===== config.mk =====
export PLATFORM = sky130hd
export DESIGN_NAME = flsr_top
export DESIGN_NICKNAME = d
export VERILOG_FILES = /design/src/hw/flsr_pkg.sv /design/src/hw/flsr_latch_cell.sv /design/src/hw/flsr_read_decode.sv /design/src/hw/flsr_top.sv
export SDC_FILE = /design/constraint.sdc
export NUM_CORES = 1
export LEC_CHECK = 0
export BUFFER_PORTS_ARGS = -buffer_cell sky130_fd_sc_hd__buf_4
export CORE_UTILIZATION = 40
export DETAILED_ROUTE_END_ITERATION = 12
export GPL_TIMING_DRIVEN = 1
export HOLD_SLACK_MARGIN = 0.15
export PLACE_DENSITY_LB_ADDON = 0.15
export SLEW_MARGIN = 30
export SYNTH_ARGS = -nofsm -noshare
export SYNTH_HDL_FRONTEND = slang
export SYNTH_SLANG_ARGS = --single-unit

===== constraint.sdc =====
create_clock -name core_clk_in -period 2.79 [get_ports core_clk_in]
set_input_delay 0.279 -clock core_clk_in [delete_from_list [all_inputs] [get_ports core_clk_in]]
set_output_delay 0.279 -clock core_clk_in [all_outputs]
set_load 0.05 [all_outputs]

===== src/hw/flsr_pkg.sv =====
package flsr_pkg;

  // Register page and offsets on the control port.
  localparam logic [7:0] FLSR_PAGE_ZERO        = 8'h00;
  localparam logic [7:0] FLSR_OFS_GLOBAL_LATCH = 8'h2C;
  localparam logic [7:0] FLSR_OFS_SUMMARY      = 8'h2D;
  localparam logic [7:0] FLSR_OFS_CH_ONE       = 8'h2E;
  localparam logic [7:0] FLSR_OFS_CH_TWO       = 8'h2F;
  localparam logic [7:0] FLSR_OFS_SECOND_LATCH = 8'h36;

  // Reset values of every latch in the block.
  localparam logic [7:0] FLSR_RST_BYTE = 8'h00;
  localparam logic [3:0] FLSR_RST_NIB  = 4'h0;
  localparam logic [1:0] FLSR_RST_PAIR = 2'h0;

  // Global event latch field positions.
  localparam int FLSR_GL_CLK_ERR   = 7;
  localparam int FLSR_GL_PLL_LOCK  = 6;
  localparam int FLSR_GL_OVER_TEMP = 5;
  localparam int FLSR_GL_OVER_CUR  = 4;
  localparam int FLSR_GL_EVT_LSB   = 4;
  localparam int FLSR_GL_EVT_MSB   = 7;

  // Channel summary field positions.
  localparam int FLSR_SUM_CH_ONE   = 7;
  localparam int FLSR_SUM_CH_TWO   = 6;
  localparam int FLSR_SUM_FAR_MSB  = 5;
  localparam int FLSR_SUM_FAR_LSB  = 2;
  localparam int FLSR_SUM_BAT_LOW  = 1;
  localparam int FLSR_SUM_RSVD     = 0;

  // Per-channel bit that is cleared by the second latch read.
  localparam int FLSR_CH_BAT_NEG   = 0;

  // Far channels 3 to 6 carried as 4 bits, channel 3 in bit 3.
  localparam int FLSR_FAR_CH_FIVE  = 1;
  localparam int FLSR_FAR_CH_SIX   = 0;

  // Live detector outputs of one input channel, msb first as latched.
  typedef struct packed {
    logic open_input;
    logic pair_short;
    logic pos_short_gnd;
    logic neg_short_gnd;
    logic pos_short_bias;
    logic neg_short_bias;
    logic pos_short_bat;
    logic neg_short_bat;
  } flsr_chan_live_t;

  // Live global events, msb first as latched.
  typedef struct packed {
    logic clk_error;
    logic pll_lock;
    logic over_temp;
    logic over_current;
  } flsr_global_live_t;

  // Register request from the control-port front end.
  typedef struct packed {
    logic       rd;
    logic [7:0] page;
    logic [7:0] addr;
  } flsr_bus_req_t;

  // Decoded read strobes.
  typedef struct packed {
    logic global_rd;
    logic summary_rd;
    logic ch_one_rd;
    logic ch_two_rd;
    logic second_rd;
  } flsr_hits_t;

  // True when the request reads the given page-0 offset.
  function automatic logic flsr_addr_hit(flsr_bus_req_t req,
                                         logic [7:0] ofs);
    return req.rd && (req.page == FLSR_PAGE_ZERO) && (req.addr == ofs);
  endfunction

endpackage


===== src/hw/flsr_latch_cell.sv =====
`timescale 1ns/1ps
`default_nettype none

// A vector of self-clearing latched status bits with both clear policies.
module flsr_latch_cell #(
  parameter int W = 8
) (
  input  wire logic         core_clk_in,
  input  wire logic         srst_in,
  input  wire logic [W-1:0] live_in,
  input  wire logic [W-1:0] clr_in,
  input  wire logic         policy_in,
  output logic      [W-1:0] latched_out
);

  typedef struct packed {
    logic [W-1:0] latched;
    logic [W-1:0] live_prev;
  } flsr_cell_state_t;

  flsr_cell_state_t state_reg;
  flsr_cell_state_t state_next;
  logic [W-1:0]     rise;
  logic [W-1:0]     keep_level;
  logic [W-1:0]     keep_edge;

  // Policy 0 holds a bit while its live status is high, so a read cannot
  // drop a fault that is still present; policy 1 drops on every read and
  // sets again only on a fresh rising edge. Set beats clear in both.
  always_comb begin
    rise       = live_in & ~state_reg.live_prev;
    keep_level = state_reg.latched & ~(clr_in & ~live_in);
    keep_edge  = state_reg.latched & ~clr_in;
    state_next = state_reg;
    state_next.live_prev = live_in;
    if (policy_in) begin
      state_next.latched = keep_edge | rise;
    end else begin
      state_next.latched = keep_level | live_in;
    end
  end

  // All latches start empty.
  always_ff @(posedge core_clk_in) begin
    if (srst_in) begin
      state_reg <= '0;
    end else begin
      state_reg <= state_next;
    end
  end

  assign latched_out = state_reg.latched;

endmodule

`default_nettype wire


===== src/hw/flsr_read_decode.sv =====
`timescale 1ns/1ps
`default_nettype none

// Turns a control-port read into one strobe per register of interest.
module flsr_read_decode (
  input  wire flsr_pkg::flsr_bus_req_t req_in,
  output flsr_pkg::flsr_hits_t         hits_out
);

  // Only page 0 reads count; other pages belong to other blocks.
  always_comb begin
    hits_out.global_rd  = flsr_pkg::flsr_addr_hit(req_in,
                            flsr_pkg::FLSR_OFS_GLOBAL_LATCH);
    hits_out.summary_rd = flsr_pkg::flsr_addr_hit(req_in,
                            flsr_pkg::FLSR_OFS_SUMMARY);
    hits_out.ch_one_rd  = flsr_pkg::flsr_addr_hit(req_in,
                            flsr_pkg::FLSR_OFS_CH_ONE);
    hits_out.ch_two_rd  = flsr_pkg::flsr_addr_hit(req_in,
                            flsr_pkg::FLSR_OFS_CH_TWO);
    hits_out.second_rd  = flsr_pkg::flsr_addr_hit(req_in,
                            flsr_pkg::FLSR_OFS_SECOND_LATCH);
  end

endmodule

`default_nettype wire


===== src/hw/flsr_top.sv =====
`timescale 1ns/1ps
`default_nettype none

module flsr_top (
  input  wire logic                        core_clk_in,
  input  wire logic                        srst_in,
  input  wire flsr_pkg::flsr_bus_req_t     req_in,
  output logic                       [7:0] rdata_out,
  output logic                             rvalid_out,
  input  wire flsr_pkg::flsr_global_live_t global_live_in,
  input  wire flsr_pkg::flsr_chan_live_t   ch_one_live_in,
  input  wire flsr_pkg::flsr_chan_live_t   ch_two_live_in,
  input  wire logic                  [3:0] far_chan_fault_in,
  input  wire logic                        bat_low_short_live_in,
  input  wire logic                        six_channel_variant_in,
  input  wire logic                        clear_policy_select_in,
  input  wire logic                  [7:0] global_event_mask_in,
  input  wire logic                  [7:0] channel_mask_in,
  input  wire logic                  [7:0] fault_type_mask_in,
  output logic                             irq_out
);

  // Registered outputs of this module, kept as one state word.
  typedef struct packed {
    logic [7:0] rdata;
    logic       rvalid;
    logic       irq;
  } flsr_top_state_t;

  flsr_top_state_t       state_reg;
  flsr_top_state_t       state_next;
  flsr_pkg::flsr_hits_t  hits;
  logic [3:0]            global_live;
  logic [3:0]            global_clr;
  logic [3:0]            global_latched;
  logic [7:0]            ch_one_clr;
  logic [7:0]            ch_two_clr;
  logic [7:0]            ch_one_latched;
  logic [7:0]            ch_two_latched;
  logic                  bat_low_latched;
  logic [7:0]            global_view;
  logic [7:0]            summary_view;
  logic [7:0]            neg_bat_clr;
  logic                  any_global;
  logic                  any_summary;
  logic                  any_fault_type;

  // Read strobes for the four latches and the second fault latch.
  flsr_read_decode u_decode (
    .req_in   (req_in),
    .hits_out (hits)
  );

  // Global event sources in field order.
  assign global_live = {global_live_in.clk_error,
                        global_live_in.pll_lock,
                        global_live_in.over_temp,
                        global_live_in.over_current};
  assign global_clr  = {4{hits.global_rd}};

  flsr_latch_cell #(
    .W (4)
  ) u_global (
    .core_clk_in (core_clk_in),
    .srst_in     (srst_in),
    .live_in     (global_live),
    .clr_in      (global_clr),
    .policy_in   (clear_policy_select_in),
    .latched_out (global_latched)
  );

  // The negative-pin battery short bit is cleared by the second fault
  // latch read, not by a read of its own register.
  always_comb begin
    neg_bat_clr = flsr_pkg::FLSR_RST_BYTE;
    neg_bat_clr[flsr_pkg::FLSR_CH_BAT_NEG] = hits.second_rd;
  end

  // Own-register reads clear bits 7 to 1 of each channel latch.
  always_comb begin
    ch_one_clr = {8{hits.ch_one_rd}};
    ch_one_clr[flsr_pkg::FLSR_CH_BAT_NEG] = 1'b0;
    ch_one_clr = ch_one_clr | neg_bat_clr;
    ch_two_clr = {8{hits.ch_two_rd}};
    ch_two_clr[flsr_pkg::FLSR_CH_BAT_NEG] = 1'b0;
    ch_two_clr = ch_two_clr | neg_bat_clr;
  end

  // Channel 1 fault latch; the struct order is the bit order.
  flsr_latch_cell #(
    .W (8)
  ) u_ch_one (
    .core_clk_in (core_clk_in),
    .srst_in     (srst_in),
    .live_in     (ch_one_live_in),
    .clr_in      (ch_one_clr),
    .policy_in   (clear_policy_select_in),
    .latched_out (ch_one_latched)
  );

  // Channel 2 fault latch with the same layout as channel 1.
  flsr_latch_cell #(
    .W (8)
  ) u_ch_two (
    .core_clk_in (core_clk_in),
    .srst_in     (srst_in),
    .live_in     (ch_two_live_in),
    .clr_in      (ch_two_clr),
    .policy_in   (clear_policy_select_in),
    .latched_out (ch_two_latched)
  );

  // Short to battery while battery sits below bias, any channel.
  flsr_latch_cell #(
    .W (1)
  ) u_bat_low (
    .core_clk_in (core_clk_in),
    .srst_in     (srst_in),
    .live_in     (bat_low_short_live_in),
    .clr_in      (hits.summary_rd),
    .policy_in   (clear_policy_select_in),
    .latched_out (bat_low_latched)
  );

  // Global latch as software sees it; the low nibble is reserved.
  always_comb begin
    global_view = flsr_pkg::FLSR_RST_BYTE;
    global_view[flsr_pkg::FLSR_GL_EVT_MSB:flsr_pkg::FLSR_GL_EVT_LSB] =
      global_latched;
  end

  // The channel summary bits are derived from the channel latches rather than stored,
  // so they can never disagree with them: a channel's summary bit drops
  // only once its whole latch is clear. Channels 3 to 6 arrive as flags from
  // their own registers; 5 and 6 exist only on the six-channel variant.
  always_comb begin
    summary_view = flsr_pkg::FLSR_RST_BYTE;
    summary_view[flsr_pkg::FLSR_SUM_CH_ONE] = |ch_one_latched;
    summary_view[flsr_pkg::FLSR_SUM_CH_TWO] = |ch_two_latched;
    summary_view[flsr_pkg::FLSR_SUM_FAR_MSB:flsr_pkg::FLSR_SUM_FAR_LSB] =
      far_chan_fault_in;
    if (!six_channel_variant_in) begin
      summary_view[flsr_pkg::FLSR_SUM_FAR_LSB + flsr_pkg::FLSR_FAR_CH_FIVE]
        = 1'b0;
      summary_view[flsr_pkg::FLSR_SUM_FAR_LSB + flsr_pkg::FLSR_FAR_CH_SIX]
        = 1'b0;
    end
    summary_view[flsr_pkg::FLSR_SUM_BAT_LOW] = bat_low_latched;
    summary_view[flsr_pkg::FLSR_SUM_RSVD] = 1'b0;
  end

  // Interrupt terms: a mask bit of 1 blocks its event. Mask registers
  // live elsewhere; their reset to all ones keeps global events quiet
  // until software unmasks them. Fault-type masks apply to the bit of
  // that type in either channel latch held here.
  always_comb begin
    any_global = |(global_view & ~global_event_mask_in);
    any_summary = |(summary_view & ~channel_mask_in);
    any_fault_type = |((ch_one_latched | ch_two_latched)
                       & ~fault_type_mask_in);
  end

  // Read data is the value before the clear takes effect, since the
  // latch and the read sample the same edge. Unknown offsets are not
  // answered here; the front end serves them from other blocks.
  always_comb begin
    state_next        = state_reg;
    state_next.rvalid = hits.global_rd | hits.summary_rd |
                        hits.ch_one_rd | hits.ch_two_rd;
    if (hits.global_rd) begin
      state_next.rdata = global_view;
    end else if (hits.summary_rd) begin
      state_next.rdata = summary_view;
    end else if (hits.ch_one_rd) begin
      state_next.rdata = ch_one_latched;
    end else if (hits.ch_two_rd) begin
      state_next.rdata = ch_two_latched;
    end
    state_next.irq = any_global | any_summary | any_fault_type;
  end

  // Synchronous reset puts every output at zero.
  always_ff @(posedge core_clk_in) begin
    if (srst_in) begin
      state_reg.rdata  <= flsr_pkg::FLSR_RST_BYTE;
      state_reg.rvalid <= 1'b0;
      state_reg.irq    <= 1'b0;
    end else begin
      state_reg <= state_next;
    end
  end

  assign rdata_out  = state_reg.rdata;
  assign rvalid_out = state_reg.rvalid;
  assign irq_out    = state_reg.irq;

endmodule

`default_nettype wire


==> impl_metrics.ini, run 1 <==
[floorplan]
die_w_um = 74.6
dieHeight_um = 74.6
start_util = 0.415
core-area_sq_um = 5070
dieArea_sq_um = 5560
pin_count = 80
num_rows = 26

[critical_path]
crit_fanout = 9
critical_path_buf_inv_count = 1
cpLargestDelayFamily = simple AND/OR/NAND/NOR gates
critical_path.max_stage_delay_ns = 0.56
cp-start-kind = input port
cp.required_ns = 3.00
endpoint_kind = flip-flop
crit_chain = buf_4 > nor4_2 > and4_1 > a31oi_4 > a22o_1
path_class = input port to flip-flop
critPathArrivalTime_ns = 1.77
cp_slowest_cell = and4_1

[pwr]
power_leakage_nw = 1.20
total_power_mw = 1.47
pwr_density_cell_nw_per_um2 = 527
ir_worst_vdd_mv = 0.225

[global_routing]
grt_remaining_overflow = 0
grt_start_max_net_pins = 41
grt_pass1_wl_mm = 8.01
grt_pass1_vias = 1716
antenna_found_initial = 0
grtUsageTotal = 0.195

[yosys]
ys_async_sr_fraction = 0
synthFlopType = dfxtp_1
ys_warn_count = 0
ys_types = 32
synth_seq_area_share = 0.494
synth_edf_count = 0
syn_area_sq_um = 2110
syn_nets = 299
ys_seq_elements = 52
synth_cells = 229
avgSynthCellArea_sq_um = 9.20

[clock_network]
cts_tree = done
cts_root_buffer = clkbuf_8
cts_hold_buffers = 0
h-tree-depth = 2
clkLatencyLatePin_ns = 0.32
cts.sinks = 52
cts_buffers = 5
path_clk_slew_ns = 0.09
max-clock-path-buffers = 2
post-cts-setup-buffer-count = 0
ctsResizeCount = 0

[sta]
fin_skew_ns = 0.00786
slew_headroom = 0.678
max_freq_mhz = 644
whs_ns = 0.180
grt_setup_unrepaired = false
min_period_over_period = 0.556
setup_slack_ns = 1.24
maxSlewViolCount = 0
setup_viol = 0
tightest_slew_ns = 0.483
hold_viol = 0
fin_setup_tns_ns = 0
fin_crit_ns = 1.55

[flow_run]
max_cap_violations = 0

[min_path]
hold_path_class = input port to flip-flop

[placement]
place_ws_ns = 0.910
place.gp.congestion = 0.812
io_buffers = 74
dp_hpwl_mm = 3.83

[detailed_routing]
routedWlPerCell_um = 13.8
dr_total_vias = 1896
drt-total-wl_mm = 5.13
drt_pre_antenna_iters = 6
drc = 0
ant_nets = 0
drt-initial-drc-count = 99
routed_via_density = 5.11

[status]
status = finished, final reports clean

[layout]
antennaDiodeCount = 0
final_util = 0.551
layout-drive-gt1-share = 0.299
nFillCells = 508
syn2layout_area_growth_pct = 32.7
nets = 370
[kinds of logic after synthesis]
| logic type | synth area share |
|---|---|
| muxes | 0.0648 |
| and+or+nand+nor | 0.222 |
| DFF | 0.494 |
| buffers and inverters | 0.0416 |
| AOI/OAI and AO/OA | 0.178 |
[stage by stage]
| stage | instances | area, sq um |
|---|---|---|
| 2_1_floorplan | 229 | 2110 |
| 3_3_place_gp | 363 | 2700 |
| 3_5_place_dp | 363 | 2700 |
| 4_1_cts | 371 | 2790 |
| 5_1_grt | 371 | 2790 |
| 6_report | 371 | 2790 |
[per-layer routing]
layer | wire length (um) | share of wire | vias up | GRT usage
li1 | - | - | 947 | -
met1 | 2390 | 0.47 | 897 | 0.259
met2 | 2450 | 0.48 | 47 | 0.310
met3 | 240 | 0.047 | 5 | 0.0474
met4 | 52 | 0.010 | 0 | 0.0692
met5 | 0 | 0 | - | 0
[cells in the mapped netlist (2+ instances only)]
| library cell | number | area share |
|---|---|---|
| a21oi_1 | 16 | 0.038 |
| a22o_1 | 14 | 0.058 |
| buf_4 | 2 | 0.0071 |
| clkbuf_1 | 7 | 0.012 |
| dfxtp_1 | 52 | 0.49 |
| inv_1 | 11 | 0.020 |
| mux2i_1 | 8 | 0.038 |
| mux4_2 | 2 | 0.021 |
| nand2_1 | 36 | 0.064 |
| nand2b_1 | 2 | 0.0059 |
| nand4_1 | 2 | 0.0059 |
| nand4b_1 | 2 | 0.0083 |
| nor2_1 | 13 | 0.023 |
| nor2b_1 | 21 | 0.062 |
| nor4_1 | 5 | 0.015 |
| nor4b_2 | 2 | 0.014 |
| o21ai_0 | 9 | 0.021 |
| o21ai_1 | 2 | 0.0048 |
| o22ai_1 | 10 | 0.030 |
[final cells by class]
type / instances / area, sq um / share of cell area
Inverter: 11 / 41.3 / 0.0148
Clock buffer: 5 / 68.8 / 0.0246
Clock inverter: 3 / 22.5 / 0.00806
Tap cell: 70 / 87.6 / 0.0313
Multi-Input combinational cell: 156 / 977 / 0.350
Sequential cell: 52 / 1040 / 0.373
Timing Repair Buffer: 74 / 556 / 0.199
[worst paths after layout]
| check | startpoint | endpoint | slack [ns] | cells after the start |
|---|---|---|---|---|
| worst max-delay path | req_in[8] | u_ch_two.latched_out[1] | 1.24 | 5 |
| worst min-delay path | global_live_in[1] | u_global.state_reg[1] | 0.18 | 2 |
| worst max register to register | u_ch_one.latched_out[2] | rdata_out[7] | 1.47 | 4 |
| worst min register to register | rdata_out[4] | rdata_out[4] | 0.46 | 2 |
[where the power goes]
part	switching, mW	total (mW)	internal (mW)	leakage [nW]
Clock	0.260	0.440	0.180	0.0485
Combinational	0.0902	0.211	0.121	0.724
Sequential	0.0351	0.822	0.787	0.432
Total	0.385	1.47	1.09	1.20
[layout by cell type, fill, tap and decap left out, types with 5 or more instances in the layout]
master,n
buf_4,74
dfxtp_1,52
nand2_1,36
nor2b_1,21
a21oi_1,16
a22o_1,14
nor2_1,13
inv_1,11
o22ai_1,10
o21ai_0,9
mux2i_1,8
nor4_1,5
clkbuf_8,5
Power figures use the tool's default switching activity.
==> run 2: changes to the inputs <==
==> constraint.sdc (replaced) <==
create_clock -name core_clk_in -period 1.6 [get_ports core_clk_in]
set_input_delay 0.16 -clock core_clk_in [delete_from_list [all_inputs] [get_ports core_clk_in]]
set_output_delay 0.16 -clock core_clk_in [all_outputs]
set_load 0.05 [all_outputs]
==> run 2 against run 1 <==
Compared with the run above:
- largest cell class unchanged
- critical path type is now flip-flop to flip-flop
- final area up 9.2%
- global-route usage increased by 1.4 points
- non-clock buffer count up 27
==> impl_metrics.ini, run 2 (same netlist as run 1, synthesis figures left out) <==
[pwr]
power_leakage_nw = 1.32
ir_worst_vdd_mv = 0.451
pwr_density_cell_nw_per_um2 = 853

[min_path]
worstHoldStart = channel_mask_in[7]
hold_path_class = input port to flip-flop
min_to = irq_out
whs_path_depth = 4

[critical_path]
crit_chain = nor4_1 > a21oi_1 > o21ai_1 > a21oi_1
cp_slowest_cell = nor4_1
critical_path.max_stage_delay_ns = 0.39
crit_top_cell = a21oi_1
rr_worst_depth = 4
crit_fanout = 4
cp-start-kind = flip-flop
reg2reg_to = rdata_out[7]
path_class = flip-flop to flip-flop
cp.required_ns = 1.80
endpoint_kind = flip-flop
critPathArrivalTime_ns = 1.47
rr_startpoint = u_ch_one.latched_out[6]
reg2reg_slack_ns = 0.33

[placement]
placed_area_sq_um = 2740
dp_hpwl_mm = 3.98
place.gp.congestion = 0.813
io_buffers = 74

[detailed_routing]
drt-initial-drc-count = 118
routedWlPerCell_um = 13.4
drc = 0
dr_total_vias = 1985
drt_pre_antenna_iters = 4
drt-total-wl_mm = 5.33
routed_via_density = 4.99
ant_nets = 0

[global_routing]
antenna_found_initial = 0
grt_start_max_net_pins = 22
grtUsageTotal = 0.209
grt_remaining_overflow = 0
grt_pass1_vias = 1927
grt_pass1_wl_mm = 8.67

[clock_network]
cts.sinks = 52
max-clock-path-buffers = 2
cts_buffers = 5
path_clk_slew_ns = 0.09
cts_tree = done
h-tree-depth = 2
post-cts-setup-buffer-count = 0
clkLatencyLatePin_ns = 0.30
cts_root_buffer = clkbuf_8

[sta]
hold_viol = 0
maxSlewViolCount = 0
fin_skew_ns = 0.00474
max_freq_mhz = 787
fin_setup_tns_ns = 0
grt_setup_unrepaired = false
slew_headroom = 0.657
setup_viol = 0
tightest_slew_ns = 0.501
fin_crit_ns = 1.27
min_period_over_period = 0.795

[layout]
antennaDiodeCount = 0
layout_common_cells = 79 x buf_4, 52 x dfxtp_1, 36 x nand2_1, 22 x dlygate4sd3_1, 21 x nor2b_1
syn2layout_area_growth_pct = 44.9
nets = 397
final_common_cell = buf_4
layout-drive-gt1-share = 0.290
fin_area_sq_um = 3050

[floorplan]
start_util = 0.415
die_w_um = 74.6
dieHeight_um = 74.6
core-area_sq_um = 5070
pin_count = 80
num_rows = 26
dieArea_sq_um = 5560

[status]
status = finished, final reports clean

[flow_run]
max_cap_violations = 0
-- run 2: cell types whose count changed in the layout (fill, tap and decap cells not counted) --
| cell | previous run | this run |
|---|---|---|
| buf_4 | 74 | 79 |
| dlygate4sd3_1 | 0 | 22 |
-- run 2: how the worst max path moves through the flow --
stage                                  from                      end  slack [ns]
global placement                  req_in[8]  u_ch_one.latched_out[2]        0.06
finish              u_ch_one.latched_out[6]             rdata_out[7]        0.33
CTS                 u_ch_one.latched_out[6]             rdata_out[7]        0.33
detailed placement                req_in[8]  u_ch_one.latched_out[2]        0.04
floorplan                         req_in[8]  u_ch_two.latched_out[1]        0.30
global route        u_ch_one.latched_out[2]             rdata_out[7]        0.25
-- run 2: repair_timing --
action                                 4_1_cts  5_1_grt
resized for setup                            0        0
endpoints found under the hold margin       32        0
hold buffers                                22        0
-- run 2: report_power, final --
| part | leakage, nW | switching (mW) | total (mW) | internal, mW |
|---|---|---|---|---|
| Combinational | 0.840 | 0.168 | 0.418 | 0.250 |
| Clock | 0.0485 | 0.439 | 0.752 | 0.314 |
| Sequential | 0.432 | 0.0612 | 1.43 | 1.37 |
-- run 2: critical path: cells and delay by family (launching register included) --
kind / cells / cell delay (ns)
AOI/OAI and AO/OA: 3 / 0.42
and+or+nand+nor: 1 / 0.39
DFF: 1 / 0.36
-- run 2: area by class of cell --
| cell class | instances | area, sq um |
|---|---|---|
| fillers | 486 | 2020 |
| flip-flops and latches | 52 | 1040 |
| clock inverters | 3 | 22.5 |
| multi-input cells | 156 | 977 |
| well taps | 70 | 87.6 |
| inverters | 11 | 41.3 |
| clock buffers | 5 | 68.8 |
| repair buffers | 101 | 813 |
-- run 2: metal layers --
layer / wire length, um / vias to the layer above / global-route usage
met3: 280 / 4 / 0.0407
met2: 2590 / 67 / 0.350
met5: 0 / - / 0
li1: - / 998 / -
met4: 51 / 0 / 0.0587
met1: 2420 / 916 / 0.273
-- run 2: metrics by stage --
| stage | hold slack [ns] | std cells | setup WS (ns) | util | total power, mW |
|---|---|---|---|---|---|
| finish | 0.202 | 398 | 0.329 | 0.601 | 2.60 |
| global route | 0.213 | 398 | 0.248 | 0.601 | 2.73 |
| CTS | 0.195 | 398 | 0.332 | 0.601 | 2.62 |
| detailed placement | 0.390 | 368 | 0.0414 | 0.540 | 1.84 |
| global placement | 0.385 | 368 | 0.0627 | 0.540 | 1.83 |
| floorplan | 0.288 | 229 | 0.298 | - | 1.64 |
==> run 3: changes to the inputs <==
==> constraint.sdc (replaced) <==
create_clock -name core_clk_in -period 1.2 [get_ports core_clk_in]
set_input_delay 0.12 -clock core_clk_in [delete_from_list [all_inputs] [get_ports core_clk_in]]
set_output_delay 0.12 -clock core_clk_in [all_outputs]
set_load 0.05 [all_outputs]
==> run 3 against run 2 <==
Compared with the run above:
- total power rose by 39%
- clock power is 34% higher
- maximum frequency increased by 8.2%
- clock skew is 0.0045 ns higher
- worst hold slack got worse by 0.034 ns
- non-clock buffer count rose by 15
- final cell count increased by 3.8%
- register-to-register slack lost 0.30 ns
- first-iteration DRC count increased by 0.85%
- sequential power increased by 36%
==> impl_metrics.ini, run 3 (same netlist as run 1, synthesis figures left out) <==
[global_routing]
grt_pass1_vias = 1858
grt_remaining_overflow = 0
grt_pass1_wl_mm = 8.42
grtUsageMet1 = 0.245
globalRouteMet3Util = 0.0339
grt_start_max_net_pins = 24
top_usage_layer = met2
grtUsageTotal = 0.205
grtUsageMet2 = 0.363
antenna_found_initial = 0

[critical_path]
critPathArrivalTime_ns = 1.38
reg2reg_to = rdata_out[4]
cp.required_ns = 1.40
path_class = flip-flop to flip-flop
cp-start-kind = flip-flop
reg2reg_slack_ns = 0.03
crit_fanout = 4
rr_startpoint = u_ch_one.latched_out[4]
endpoint_kind = flip-flop
rr_worst_depth = 4

[floorplan]
dieArea_sq_um = 5560
core-area_sq_um = 5070
num_rows = 26
pin_count = 80
dieHeight_um = 74.6
start_util = 0.415
die_w_um = 74.6

[sta]
min_period_over_period = 0.979
setup_slack_ns = 0.0252
slew_headroom = 0.791
fin_skew_ns = 0.00924
max_freq_mhz = 851
fin_crit_ns = 1.17
setup_viol = 0
tightest_slew_ns = 0.313
grt_setup_unrepaired = true
hold_viol = 0
maxSlewViolCount = 0

[status]
status = finished, final reports clean

[clock_network]
max-clock-path-buffers = 2
cts_buffers = 5
clkLatencyLatePin_ns = 0.31
path_clk_slew_ns = 0.09
h-tree-depth = 2
cts.sinks = 52
cts_tree = done
cts_root_buffer = clkbuf_8

[layout]
layout_common_cells = 94 x buf_4, 40 x dfxtp_1, 36 x nand2_1, 21 x nor2b_1, 21 x dlygate4sd3_1
nets = 412
final_common_cell = buf_4
layout-drive-gt1-share = 0.402
final_util = 0.651
syn2layout_area_growth_pct = 56.8
regArea_sq_um = 1060
antennaDiodeCount = 0
nFillCells = 437
multi_input_area_sq_um = 1090

[placement]
place.gp.congestion = 0.780
place_ws_ns = -0.235
dp_hpwl_mm = 3.97
io_buffers = 74

[min_path]
whs_path_depth = 2
worstHoldStart = srst_in
min_to = u_bat_low.latched_out
hold_path_class = input port to flip-flop

[detailed_routing]
ant_nets = 0
drt_pre_antenna_iters = 6
drt-initial-drc-count = 119
routedWlPerCell_um = 13.6
dr_total_vias = 2002
routed_via_density = 4.85
drc = 0
drt-total-wl_mm = 5.61

[pwr]
total_power_mw = 3.61
power_leakage_nw = 1.42
ir_worst_vdd_mv = 0.849
pwr_density_cell_nw_per_um2 = 1090

[flow_run]
max_cap_violations = 0
-- run 3: cell types whose count changed in the layout (fill, tap and decap cells not counted), sizes merged --
| cell | before | now |
|---|---|---|
| buf | 79 | 95 |
| clkbuf | 5 | 6 |
| inv | 12 | 11 |
| dlygate4sd3 | 22 | 21 |
-- run 3: area by class of cell --
| type | count | area share |
|---|---|---|
| flip-flops and latches | 52 | 0.322 |
| well taps | 70 | 0.0265 |
| multi-input cells | 156 | 0.330 |
| inverters | 11 | 0.0125 |
| clock buffers | 6 | 0.0250 |
| clock inverters | 2 | 0.00303 |
| repair buffers | 116 | 0.281 |
-- run 3: layer usage --
| layer | routed length, um | up-vias | share of wire |
|---|---|---|---|
| met2 | 2790 | 59 | 0.50 |
| met4 | 121 | 0 | 0.022 |
| li1 | - | 1032 | - |
| met3 | 236 | 9 | 0.042 |
| met5 | 0 | - | 0 |
| met1 | 2460 | 902 | 0.44 |
-- run 3: worst max path at each step --
| stage | startpoint | slack, ns | cells after the start | end |
|---|---|---|---|---|
| CTS | u_ch_two.latched_out[2] | -0.04 | 5 | irq_out |
| finish | u_ch_one.latched_out[4] | 0.03 | 4 | rdata_out[4] |
| floorplan | req_in[8] | -0.02 | 4 | u_ch_one.latched_out[1] |
| global route | u_global.latched_out[3] | -0.02 | 5 | irq_out |
| global placement | req_in[8] | -0.21 | 5 | u_ch_one.latched_out[3] |
| detailed placement | req_in[8] | -0.24 | 5 | u_ch_one.latched_out[5] |
-- run 3: worst max-delay path: stages, from the launching register on --
cell and delay [ns]:
dfxtp_4 0.38, buf_4 0.13, mux4_2 0.44, nand2_1 0.07, a21oi_1 0.05
-- run 3: stage by stage --
step / cell area [sq um] / instances / hold WS (ns) / TNS (ns)
final: 3300 / 413 / 0.168 / 0
after global placement: 2860 / 383 / 0.339 / -3.93
after global routing: 3300 / 413 / 0.198 / -0.0169
after CTS: 3220 / 412 / 0.186 / -0.0400
after floorplan: 2130 / 229 / 0.248 / -0.123
after detailed placement: 2860 / 383 / 0.345 / -4.35
-- run 3: what timing repair did --
| item | CTS | global route |
|---|---|---|
| hold endpoints to repair | 26 | 0 |
| endpoints found under the setup margin | 1 | 10 |
| hold buffers | 21 | 0 |
| resized for setup | 12 | 24 |
| buffers inserted | 1 | 1 |
| pin swaps | 5 | 6 |
-- run 3: power breakdown --
part,leakage (nW),internal (mW),switching (mW)
Clock,0.0510,0.461,0.550
Combinational,0.930,0.399,0.261
Sequential,0.435,1.84,0.104
Total,1.42,2.70,0.916
